===== src/rtl/dtrc_pkg.sv =====
// package for the drive terminal run command logic
package dtrc_pkg;
    // terminal function codes
    localparam logic [7:0] FUNC_GO       = 8'h14; // 20
    localparam logic [7:0] FUNC_HALT     = 8'h15; // 21
    localparam logic [7:0] FUNC_DIR      = 8'h16; // 22
    localparam logic [7:0] FUNC_RAISE    = 8'h1B; // 27
    localparam logic [7:0] FUNC_LOWER    = 8'h1C; // 28
    localparam logic [7:0] FUNC_MEMCLR   = 8'h1D; // 29
    localparam logic [7:0] FUNC_OVERRIDE = 8'h1F; // 31
    // source selection values
    localparam logic [1:0] RUNSRC_TERM   = 2'h1;  // run source: terminal
    localparam logic [1:0] RUNSRC_KEYPAD = 2'h2;  // run source: keypad
    localparam logic [1:0] FREQSRC_KEYPAD = 2'h0; // freq source: keypad
    localparam logic [1:0] FREQSRC_OPER  = 2'h2;  // freq source: operator
    // frequency format and limits, 0.01 Hz units
    localparam int         FREQ_W        = 16;
    localparam logic [15:0] FREQ_MIN     = 16'h0000;
    // ramp step per tick of the ramp timebase
    localparam logic [15:0] RAMP_STEP    = 16'h0001;

    typedef struct packed {
        logic go;       // momentary go input
        logic haltHold; // halt hold, high while closed
        logic dirRev;   // direction select, high for reverse
        logic fwdRun;   // forward run terminal
        logic revRun;   // reverse run terminal
        logic raise;    // frequency raise input
        logic lower;    // frequency lower input
        logic memClr;   // raise/lower memory clear
        logic override; // keypad override input
        logic jog;      // jog in use
    } dtrc_term_type;

    typedef struct packed {
        logic       threeWire;  // three-wire control configured
        logic [1:0] runSrc;     // run command source selection
        logic [1:0] freqSrc;    // frequency source selection
        logic       retainMem;  // keep raise/lower value while stopped; a reset still clears it
    } dtrc_cfg_type;

    typedef struct packed {
        logic keyRun;   // keypad run key pulse
        logic keyStop;  // keypad stop key pulse
        logic keyRev;   // keypad direction, high for reverse
    } dtrc_key_type;

    typedef enum {
        ST_IDLE,
        ST_RUN,
        ST_OVR_STOP
    } dtrc_state_type;
endpackage


===== src/rtl/dtrc_run_logic.sv =====
// run and speed command logic behind the multi-function input terminals
`timescale 1ns/100ps
// How it works
// - functions 20 go, 21 halt hold, 22 direction select are provided
// - go starts only on an off-to-on edge, using the accel ramp
// - halt hold is active low level; off stops via decel ramp
// - direction select is a level; high reverse, low forward, except during a forced stop
// - three-wire mode ignores forward run and reverse run terminals
// - raise/lower ramps use the normal accel and decel times
// - raise on accelerates from present value, off holds value reached
// - lower on decelerates from present value, off holds value reached
// - retention off restores the frequency before raise/lower adjustment
// - memory clear on drops adjustment and returns to set frequency
// - raise/lower works only with frequency source set to operator
// - raise/lower is disabled while jog is in use
// - adjusted frequency clamps between zero and maximum frequency
// - adjustment starts from the stored output frequency setting
// - override on gives keypad both frequency and run command
// - override change while driving first stops the motor
// - keypad run with override on while running stops the motor first
module dtrc_run_logic
    import dtrc_pkg::*;
(
    input  wire logic          clk_sys,     // 100 MHz system clock
    input  wire logic          resetn,      // async reset, active low
    input  wire dtrc_term_type term,        // input terminal levels
    input  wire dtrc_cfg_type  cfg,         // configuration settings
    input  wire dtrc_key_type  key,         // keypad commands
    input  wire logic [15:0]   setFreq,     // stored output freq setting
    input  wire logic [15:0]   keyFreq,     // keypad frequency reference
    input  wire logic [15:0]   extFreq,     // configured source reference
    input  wire logic [15:0]   maxFreq,     // maximum frequency setting
    input  wire logic          accelTick,   // accel ramp timebase pulse
    input  wire logic          decelTick,   // decel ramp timebase pulse
    input  wire logic          motorStopped,// ramp reports zero output
    output logic               runCmd,      // run request to the ramp
    output logic               revCmd,      // reverse direction request
    output logic [15:0]        freqRef,     // frequency reference out
    output logic               keypadActive // override in effect
);

    // reset release chain
    logic           rstSync1Ff;
    logic           rstSync2Ff;
    // run, direction and override state
    logic           goPrevFf;
    logic           runFf;
    logic           nxt_run;
    logic           revFf;
    logic           nxt_rev;
    logic           ovrFf;          // override state in effect
    // raise/lower working state and the reference
    logic [15:0]    adjFreqFf;      // raise/lower working value
    logic [15:0]    nxt_adjFreq;
    logic           adjValidFf;     // adjustment in effect
    logic           nxt_adjValid;
    logic [15:0]    freqRefFf;
    // sequencer for forced stops
    dtrc_state_type stateFf;
    dtrc_state_type nxt_state;
    // decoded edges, enables and requests
    logic           rstN;
    logic           goEdge;
    logic           ovrChange;
    logic           adjEnable;
    logic           termRun;
    logic           termRev;
    logic           wantRun;
    logic           wantRev;

    // reset release through two flops
    // entry is immediate, exit is clocked, so every flop below
    // leaves reset on the same edge; rstN clears the rest
    always_ff @(posedge clk_sys or negedge resetn) begin
        if (!resetn) begin
            rstSync1Ff <= 1'b0;
            rstSync2Ff <= 1'b0;
        end else begin
            rstSync1Ff <= 1'b1;
            rstSync2Ff <= rstSync1Ff;
        end
    end
    assign rstN = rstSync2Ff;

    // go edge detect; starts at high so a held switch at reset is no edge
    // a start needs a fresh closure of the momentary contact
    always_ff @(posedge clk_sys or negedge rstN) begin
        if (!rstN) begin
            goPrevFf <= 1'b1;
        end else begin
            goPrevFf <= term.go;
        end
    end
    assign goEdge = term.go && !goPrevFf;

    // terminal-side run request and direction
    // in three-wire mode the request is latched here: go sets it,
    // an open halt contact clears it, and the open contact wins
    always_comb begin
        termRun = runFf;
        termRev = revFf;
        if (cfg.threeWire) begin
            // forward and reverse run terminals have no say here
            termRev = term.dirRev;
            if (!term.haltHold) begin
                termRun = 1'b0;
            end else if (goEdge) begin
                termRun = 1'b1;
            end
        end else begin
            // two-wire levels; both on reads as stop
            termRun = term.fwdRun ^ term.revRun;
            termRev = term.revRun;
        end
    end

    // pick the source of run command: keypad under override
    // keypad stop beats keypad run when both come together;
    // other run source codes leave the request where it was
    always_comb begin
        wantRun = runFf;
        wantRev = revFf;
        if (ovrFf) begin
            if (key.keyStop) begin
                wantRun = 1'b0;
            end else if (key.keyRun) begin
                wantRun = 1'b1;
            end
            wantRev = key.keyRev;
        end else if (cfg.runSrc == RUNSRC_KEYPAD) begin
            if (key.keyStop) begin
                wantRun = 1'b0;
            end else if (key.keyRun) begin
                wantRun = 1'b1;
            end
            wantRev = key.keyRev;
        end else if (cfg.runSrc == RUNSRC_TERM) begin
            // terminal source: three-wire or two-wire request
            wantRun = termRun;
            wantRev = termRev;
        end
    end

    // override pin differs from the override in effect
    assign ovrChange = term.override != ovrFf;

    // sequencing of override changes and keypad takeover
    // a forced stop is held until the ramp reports standstill;
    // only then may the new override state or a start follow
    always_comb begin
        nxt_state = stateFf;
        nxt_run   = wantRun;
        nxt_rev   = wantRev;
        unique case (stateFf)
            ST_IDLE: begin
                // a pending override change lands before any new start
                if (ovrChange) begin
                    nxt_run = 1'b0;
                end else if (nxt_run) begin
                    nxt_state = ST_RUN;
                end
            end
            ST_RUN: begin
                if (ovrChange) begin
                    nxt_run   = 1'b0;
                    nxt_rev   = revFf;
                    nxt_state = ST_OVR_STOP;
                end else if (ovrFf && key.keyRun && !key.keyStop) begin
                    // keypad run while running: stop, then keypad rules
                    nxt_run   = 1'b0;
                    nxt_rev   = revFf;
                    nxt_state = ST_OVR_STOP;
                end else if (!nxt_run) begin
                    nxt_state = ST_IDLE;
                end
            end
            ST_OVR_STOP: begin
                // hold stop until the ramp reaches standstill
                nxt_run = 1'b0;
                nxt_rev = revFf;
                if (motorStopped) begin
                    nxt_state = ST_IDLE;
                end
            end
        endcase
    end

    // run state and direction registers
    // direction holds during a forced stop so decel is not reversed
    always_ff @(posedge clk_sys or negedge rstN) begin
        if (!rstN) begin
            stateFf <= ST_IDLE;
            runFf   <= 1'b0;
            revFf   <= 1'b0;
        end else begin
            stateFf <= nxt_state;
            runFf   <= nxt_run;
            revFf   <= nxt_rev;
        end
    end

    // override takes effect only once the motor is not being driven
    // limitation: an override pulse that ends before the motor
    // has stopped is not seen, since the change then vanishes
    always_ff @(posedge clk_sys or negedge rstN) begin
        if (!rstN) begin
            ovrFf <= 1'b0;
        end else if (ovrChange && stateFf != ST_RUN && motorStopped) begin
            ovrFf <= term.override;
        end
    end

    // raise/lower allowed only from operator source and not during jog
    // the keypad override freezes the adjustment as well
    assign adjEnable = (cfg.freqSrc == FREQSRC_OPER) && !term.jog
                       && !ovrFf;

    // raise/lower working value and clamp
    // the working value starts from the stored setting and moves
    // one step per tick; raise with lower together is no change,
    // and memory clear overrides both
    always_comb begin
        nxt_adjFreq  = adjFreqFf;
        nxt_adjValid = adjValidFf;
        if (!adjValidFf) begin
            nxt_adjFreq = setFreq;
        end
        if (term.memClr) begin
            nxt_adjFreq  = setFreq;
            nxt_adjValid = 1'b0;
        end else if (adjEnable && term.raise && !term.lower) begin
            nxt_adjValid = 1'b1;
            // accel tick paces the climb like a normal start
            // headroom is tested first, so the add cannot wrap
            if (accelTick) begin
                if (nxt_adjFreq >= maxFreq
                    || maxFreq - nxt_adjFreq < RAMP_STEP) begin
                    nxt_adjFreq = maxFreq;
                end else begin
                    nxt_adjFreq = nxt_adjFreq + RAMP_STEP;
                end
            end
        end else if (adjEnable && term.lower && !term.raise) begin
            nxt_adjValid = 1'b1;
            // decel tick paces the fall like a normal stop
            if (decelTick) begin
                if (nxt_adjFreq - FREQ_MIN < RAMP_STEP) begin
                    nxt_adjFreq = FREQ_MIN;
                end else begin
                    nxt_adjFreq = nxt_adjFreq - RAMP_STEP;
                end
            end
        end
        // a lowered maximum pulls a held value down too
        if (nxt_adjFreq > maxFreq) begin
            nxt_adjFreq = maxFreq;
        end
    end

    // working value; kept whatever the retention setting, which only picks the reference
    // the value lives only in flops, so a reset clears it; the
    // retention setting therefore only covers stopped periods
    always_ff @(posedge clk_sys or negedge rstN) begin
        if (!rstN) begin
            adjFreqFf  <= FREQ_MIN;
            adjValidFf <= 1'b0;
        end else begin
            adjFreqFf  <= nxt_adjFreq;
            adjValidFf <= nxt_adjValid;
        end
    end

    // frequency reference selection; retention decides if the value applies while stopped
    // retention off: the adjusted value applies only while running,
    // and the stored setting returns as soon as the run request drops
    always_ff @(posedge clk_sys or negedge rstN) begin
        if (!rstN) begin
            freqRefFf <= FREQ_MIN;
        end else if (ovrFf || cfg.freqSrc == FREQSRC_KEYPAD) begin
            freqRefFf <= keyFreq;
        end else if (cfg.freqSrc == FREQSRC_OPER) begin
            if (adjValidFf && (cfg.retainMem || runFf)) begin
                freqRefFf <= adjFreqFf;
            end else begin
                freqRefFf <= setFreq;
            end
        end else begin
            // other source codes take the external reference
            freqRefFf <= extFreq;
        end
    end

    // outputs come straight from flops
    assign runCmd       = runFf;
    assign revCmd       = revFf;
    assign freqRef      = freqRefFf;
    assign keypadActive = ovrFf;

endmodule


===== config.mk =====
export PLATFORM = sky130hd
export DESIGN_NAME = dtrc_run_logic
export DESIGN_NICKNAME = d
export VERILOG_FILES = /design/src/rtl/dtrc_pkg.sv /design/src/rtl/dtrc_run_logic.sv
export SDC_FILE = /design/constraint.sdc
export NUM_CORES = 1
export LEC_CHECK = 0
export BUFFER_PORTS_ARGS = -buffer_cell sky130_fd_sc_hd__buf_2
export CAP_MARGIN = 20
export CORE_ASPECT_RATIO = 0.5
export CORE_MARGIN = 4
export CORE_UTILIZATION = 57
export CTS_BUF_LIST = sky130_fd_sc_hd__clkbuf_16
export CTS_CLUSTER_DIAMETER = 80
export CTS_CLUSTER_SIZE = 28
export DETAILED_ROUTE_END_ITERATION = 8
export PLACE_DENSITY = 0.84
export SYNTH_ARGS = -nofsm -noshare
export SYNTH_HDL_FRONTEND = slang
export SYNTH_SLANG_ARGS = --single-unit

===== constraint.sdc =====
create_clock -name clk_sys -period 1.45 [get_ports clk_sys]
set_clock_uncertainty 0.05 [all_clocks]
set_input_delay 0.2175 -clock clk_sys [delete_from_list [all_inputs] [get_ports clk_sys]]
set_output_delay 0.2175 -clock clk_sys [all_outputs]
set_load 0.01 [all_outputs]

==> flow_summary.toml, run 1 <==
[synthesis]
ys_async_sr_fraction_pct = 100
syn_area_mm2 = 0.00527
syn_nets = 783
syn_inst = 658
yosys_warnings = 0
synth_top_area_share_pct = 19.0
ys_ff_latch = 41
ys_top_cells_by_area = "dfrtp_1 (19%), ha_1 (8.8%), mux2_2 (6.6%)"
ys_seq_area_share_pct = 19.5
synth.distinct_cells = 90
synth_edf_count = 0
yosys.area.top_type = "dfrtp_1"
synthFlopType = "dfrtp_1"
syn_avg_cell_area_um2 = 8.01
yosys-top-cells-count = "a21oi_1 (61), nor2_1 (48), o21ai_0 (46)"
synth.most_common_cell = "a21oi_1"

[global_route]
grt_max_degree = 18
overflow = 12
grt_pass1_vias = 10198
grt_pass1_wl_mm = 63.0
grt_usage_pct = 76.2

[floorplan]
die_w_um = 144
io_pins = 107
die_y_um = 76.0
fp-row-count = 24
start_util_pct = 59.5

[place]
port_buffers = 106
dp_hpwl_mm = 19.5
dp_slack_ns = -4.35
place_area_mm2 = 0.00757
place_congestion = 1.15

[run_status]
stop_stage = "global routing (5_1_grt)"
outcome = "aborted with a tool error"
error = "[ERROR GRT-0116] Global routing finished with congestion. Check the congestion regions in the DRC Viewer."

[clock_tree]
cts_num_sinks = 41
clk_path_buf_depth = 2
htree_levels = 2
root_buffer = "clkbuf_16"
cts_made_buffers = 5
-- cells by family after synthesis --
kind of cell	count (synthesis)	synth area share [%]
buffers and inverters	64	5.29
other	1	0.0712
AOI/OAI and AO/OA	227	28.9
xor gates and xnor gates	18	2.99
muxes	56	12.1
adders and majority gates	37	8.78
DFF	41	19.5
and+or+nand+nor	214	22.3
-- metal layers --
metal / GRT overflow / track usage, %
met4: 5 / 69.3
met3: 0 / 70.0
met2: 6 / 87.0
met5: 0 / 31.1
met1: 1 / 77.4
-- stage by stage --
stage | util [%] | instances
after floorplan | - | 658
after global placement | 85.5 | 1066
after detailed placement | 85.5 | 1066
after CTS | 94.3 | 1100
-- what timing repair did --
action                     4_1_cts
setup buffers                   21
resized for setup               93
hold endpoints to repair         3
pin swaps                       34
setup endpoints to repair       36
cloned                           3
hold buffers                     2
==> run 2, diff against run 1 <==
- CORE_ASPECT_RATIO: 0.5 -> default
- CORE_UTILIZATION: 57 -> 40
- CTS_BUF_LIST: sky130_fd_sc_hd__clkbuf_16 -> default
- CTS_CLUSTER_DIAMETER: 80 -> default
- CTS_CLUSTER_SIZE: 28 -> default
- PLACE_DENSITY: 0.84 -> default
- PLACE_DENSITY_LB_ADDON: default -> 0.15
==> run 2 against run 1 <==
The flow now finishes, with violations (negative setup slack). Synthesized cell count did not move. Synthesized area did not move.
==> flow_summary.toml, run 2 <==
[run_status]
outcome = "complete, but fails checks"
violations = "negative setup slack"

[synthesis]
yosys.area.top_type = "dfrtp_1"
synth_edf_count = 0
synth.most_common_cell = "a21oi_1"
ys_top_cells_by_area = "dfrtp_1 (19%), ha_1 (8.8%), mux2_2 (6.6%)"
syn_area_mm2 = 0.00527
ys_async_sr_fraction_pct = 100
synth_top_area_share_pct = 19.0
yosys_warnings = 0
ys_ff_latch = 41
syn_avg_cell_area_um2 = 8.01
syn_inst = 658
yosys-top-cells-count = "a21oi_1 (61), nor2_1 (48), o21ai_0 (46)"
synthFlopType = "dfrtp_1"
syn_nets = 783
ys_seq_area_share_pct = 19.5
synth.distinct_cells = 90

[sta]
tns_ns = -76.73
finalHoldWorstSlack_ns = 0.109
slew_viol_final = 0
fin_crit_sh_pct = 389
slew_headroom_pct = 57.3
fmax_mhz = 177
rsz0062_at_grt = "true"
post-route-min-period_ns = 5.64
final_hold_viol_count = 0
setup_ws_ns = -4.19
worst_pin_slew_ns = 0.637
setup_violations = 36

[finish]
diodes = 0
syn_to_final_growth_pct = 63.9
drive_above_1_share_pct = 50.6
layout.nets = 1126
mostFrequentLayoutCells = "buf_4 (236), buf_2 (105), nor2_1 (45), a21oi_1 (39), dfrtp_1 (39)"
mostFrequentLayoutCell = "buf_4"

[clock_tree]
cts_made_buffers = 5
clkLatencyLatePin_ns = 0.29
clk_path_buf_depth = 2
clk_pin_slew_ns = 0.07
root_buffer = "clkbuf_16"
cts_num_sinks = 41
htree_levels = 2
cts_tree = "done"

[setup_path]
crit_top_cell = "buf_6"
ff2ff_setup_slack_ns = -4.19
critical_path.startpoint = "adjValidFf$_DFFE_PN0P_"
required_ns = 1.58
critPathSlowestCell = "or4b_1"
critical_path.max_stage_delay_ns = 0.50
r2r-start = "adjValidFf$_DFFE_PN0P_"
start_kind = "register"
arrival_ns = 5.77
r2r_cells = 25
crit_path_end = "adjFreqFf[3]$_DFF_PN0_"
reg2reg_to = "adjFreqFf[3]$_DFF_PN0_"
path_max_fanout = 12
worst_setup_path_end_kind = "register"
critPathKind = "reg2reg"

[global_route]
grt_pass1_wl_mm = 34.1
grt_pass1_vias = 6712
antenna_found_initial = 0
overflow = 0
grt_max_degree = 28
grt_usage_pct = 29.2

[floorplan]
die_w_um = 123
core_mm2 = 0.0128
die_y_um = 123
fp-row-count = 41
io_pins = 107
die_area_mm2 = 0.0151
start_util_pct = 41.3

[place]
port_buffers = 106
place_congestion = 1.01
dp_hpwl_mm = 17.7
dp_slack_ns = -4.23

[detailed_routing]
drcViolationCount = 0
ant_nets = 0
wire_per_inst_um = 19.2
vias = 6603
drt_first_pass_iters = 5
vias_per_cell = 5.62
routed_wl_mm = 22.6
drtIter0Drc = 359

[pwr]
cellPowerDensity_mw_per_mm2 = 894
ir_drop_mv = 0.762
total_leakage_power_nw = 4.12
finalPower_mw = 7.72

[worst_hold_path]
min_path_type = "in2reg"

[flow_run]
drv_cap = 0
[run 2: what timing repair did]
item                       CTS  global route
gates cloned                 3             1
buffers inserted            18            10
hold buffers                 2             0
pin swaps                   15            40
hold endpoints to repair     3             0
resized for setup           78            61
setup endpoints to repair   36            35
[run 2: critical path: cells and delay by family (launching register included)]
family / cells / cell delay [ns]
AO/OA/AOI/OAI: 11 / 2.09
buffers and inverters: 5 / 0.74
AND/OR/NAND/NOR: 5 / 1.09
multiplexers: 2 / 0.54
flip-flops: 1 / 0.41
adder cells (fa/ha/maj): 2 / 0.60
[run 2: metrics by stage]
step           util (%)  instance area (um2)  instances
5_1_grt            67.6                 8640       1174
6_report           67.6                 8640       1174
4_1_cts            65.9                 8410       1167
3_3_place_gp       60.8                 7760       1136
2_1_floorplan         -                 5450        658
3_5_place_dp       60.8                 7760       1136
[run 2: report_power, final]
group / internal [mW] / switching (mW) / leakage, nW / total [mW]
sequential: 1.46 / 0.178 / 0.487 / 1.64
clock: 0.861 / 0.479 / 0.0841 / 1.34
combinational: 2.43 / 2.31 / 3.55 / 4.75
total: 4.75 / 2.97 / 4.12 / 7.72
[run 2: area by class of cell]
type	instances	area [um2]
Clock buffer	7	143
Fill cell	1076	4140
Multi-Input combinational cell	553	4450
Sequential cell	41	1030
Clock inverter	1	30.0
Inverter	37	141
Tap cell	172	215
Timing Repair Buffer	363	2620
[run 2: per-layer routing]
| metal | up-vias | wire length, um | GRT usage (%) |
|---|---|---|---|
| met5 | - | 0 | 0 |
| met4 | 0 | 907 | 11.6 |
| met3 | 61 | 1260 | 4.38 |
| met2 | 228 | 10900 | 49.3 |
| met1 | 3156 | 9560 | 37.3 |
| li1 | 3158 | - | - |
[run 2: cell families (layout without fill, tap and decap cells)]
kind of cell | after synthesis | in the layout | synth area share, %
adders and majority gates | 37 | 37 | 8.78
other | 1 | 1 | 0.0712
buffers and inverters | 64 | 408 | 5.29
AOI/OAI and AO/OA | 227 | 227 | 28.9
muxes | 56 | 56 | 12.1
and+or+nand+nor | 214 | 214 | 22.3
xor gates and xnor gates | 18 | 18 | 2.99
DFF | 41 | 41 | 19.5
[run 2: worst min-delay path by stage]
stage / startpoint / end / slack, ns / cells after the start
6_report: extFreq[0] / freqRef[0]$_DFF_PN0_ / 0.11 / 3
5_1_grt: motorStopped / keypadActive$_DFFE_PN0P_ / 0.12 / 3
4_1_cts: extFreq[0] / freqRef[0]$_DFF_PN0_ / 0.1 / 3
3_5_place_dp: resetn / rstSync1Ff$_DFF_PN0_ / -0.04 / 1
3_3_place_gp: resetn / rstSync1Ff$_DFF_PN0_ / -0.05 / 1
2_1_floorplan: resetn / rstN$_DFF_PN0_ / -0.13 / 0
(Power assumes the default switching activity.)
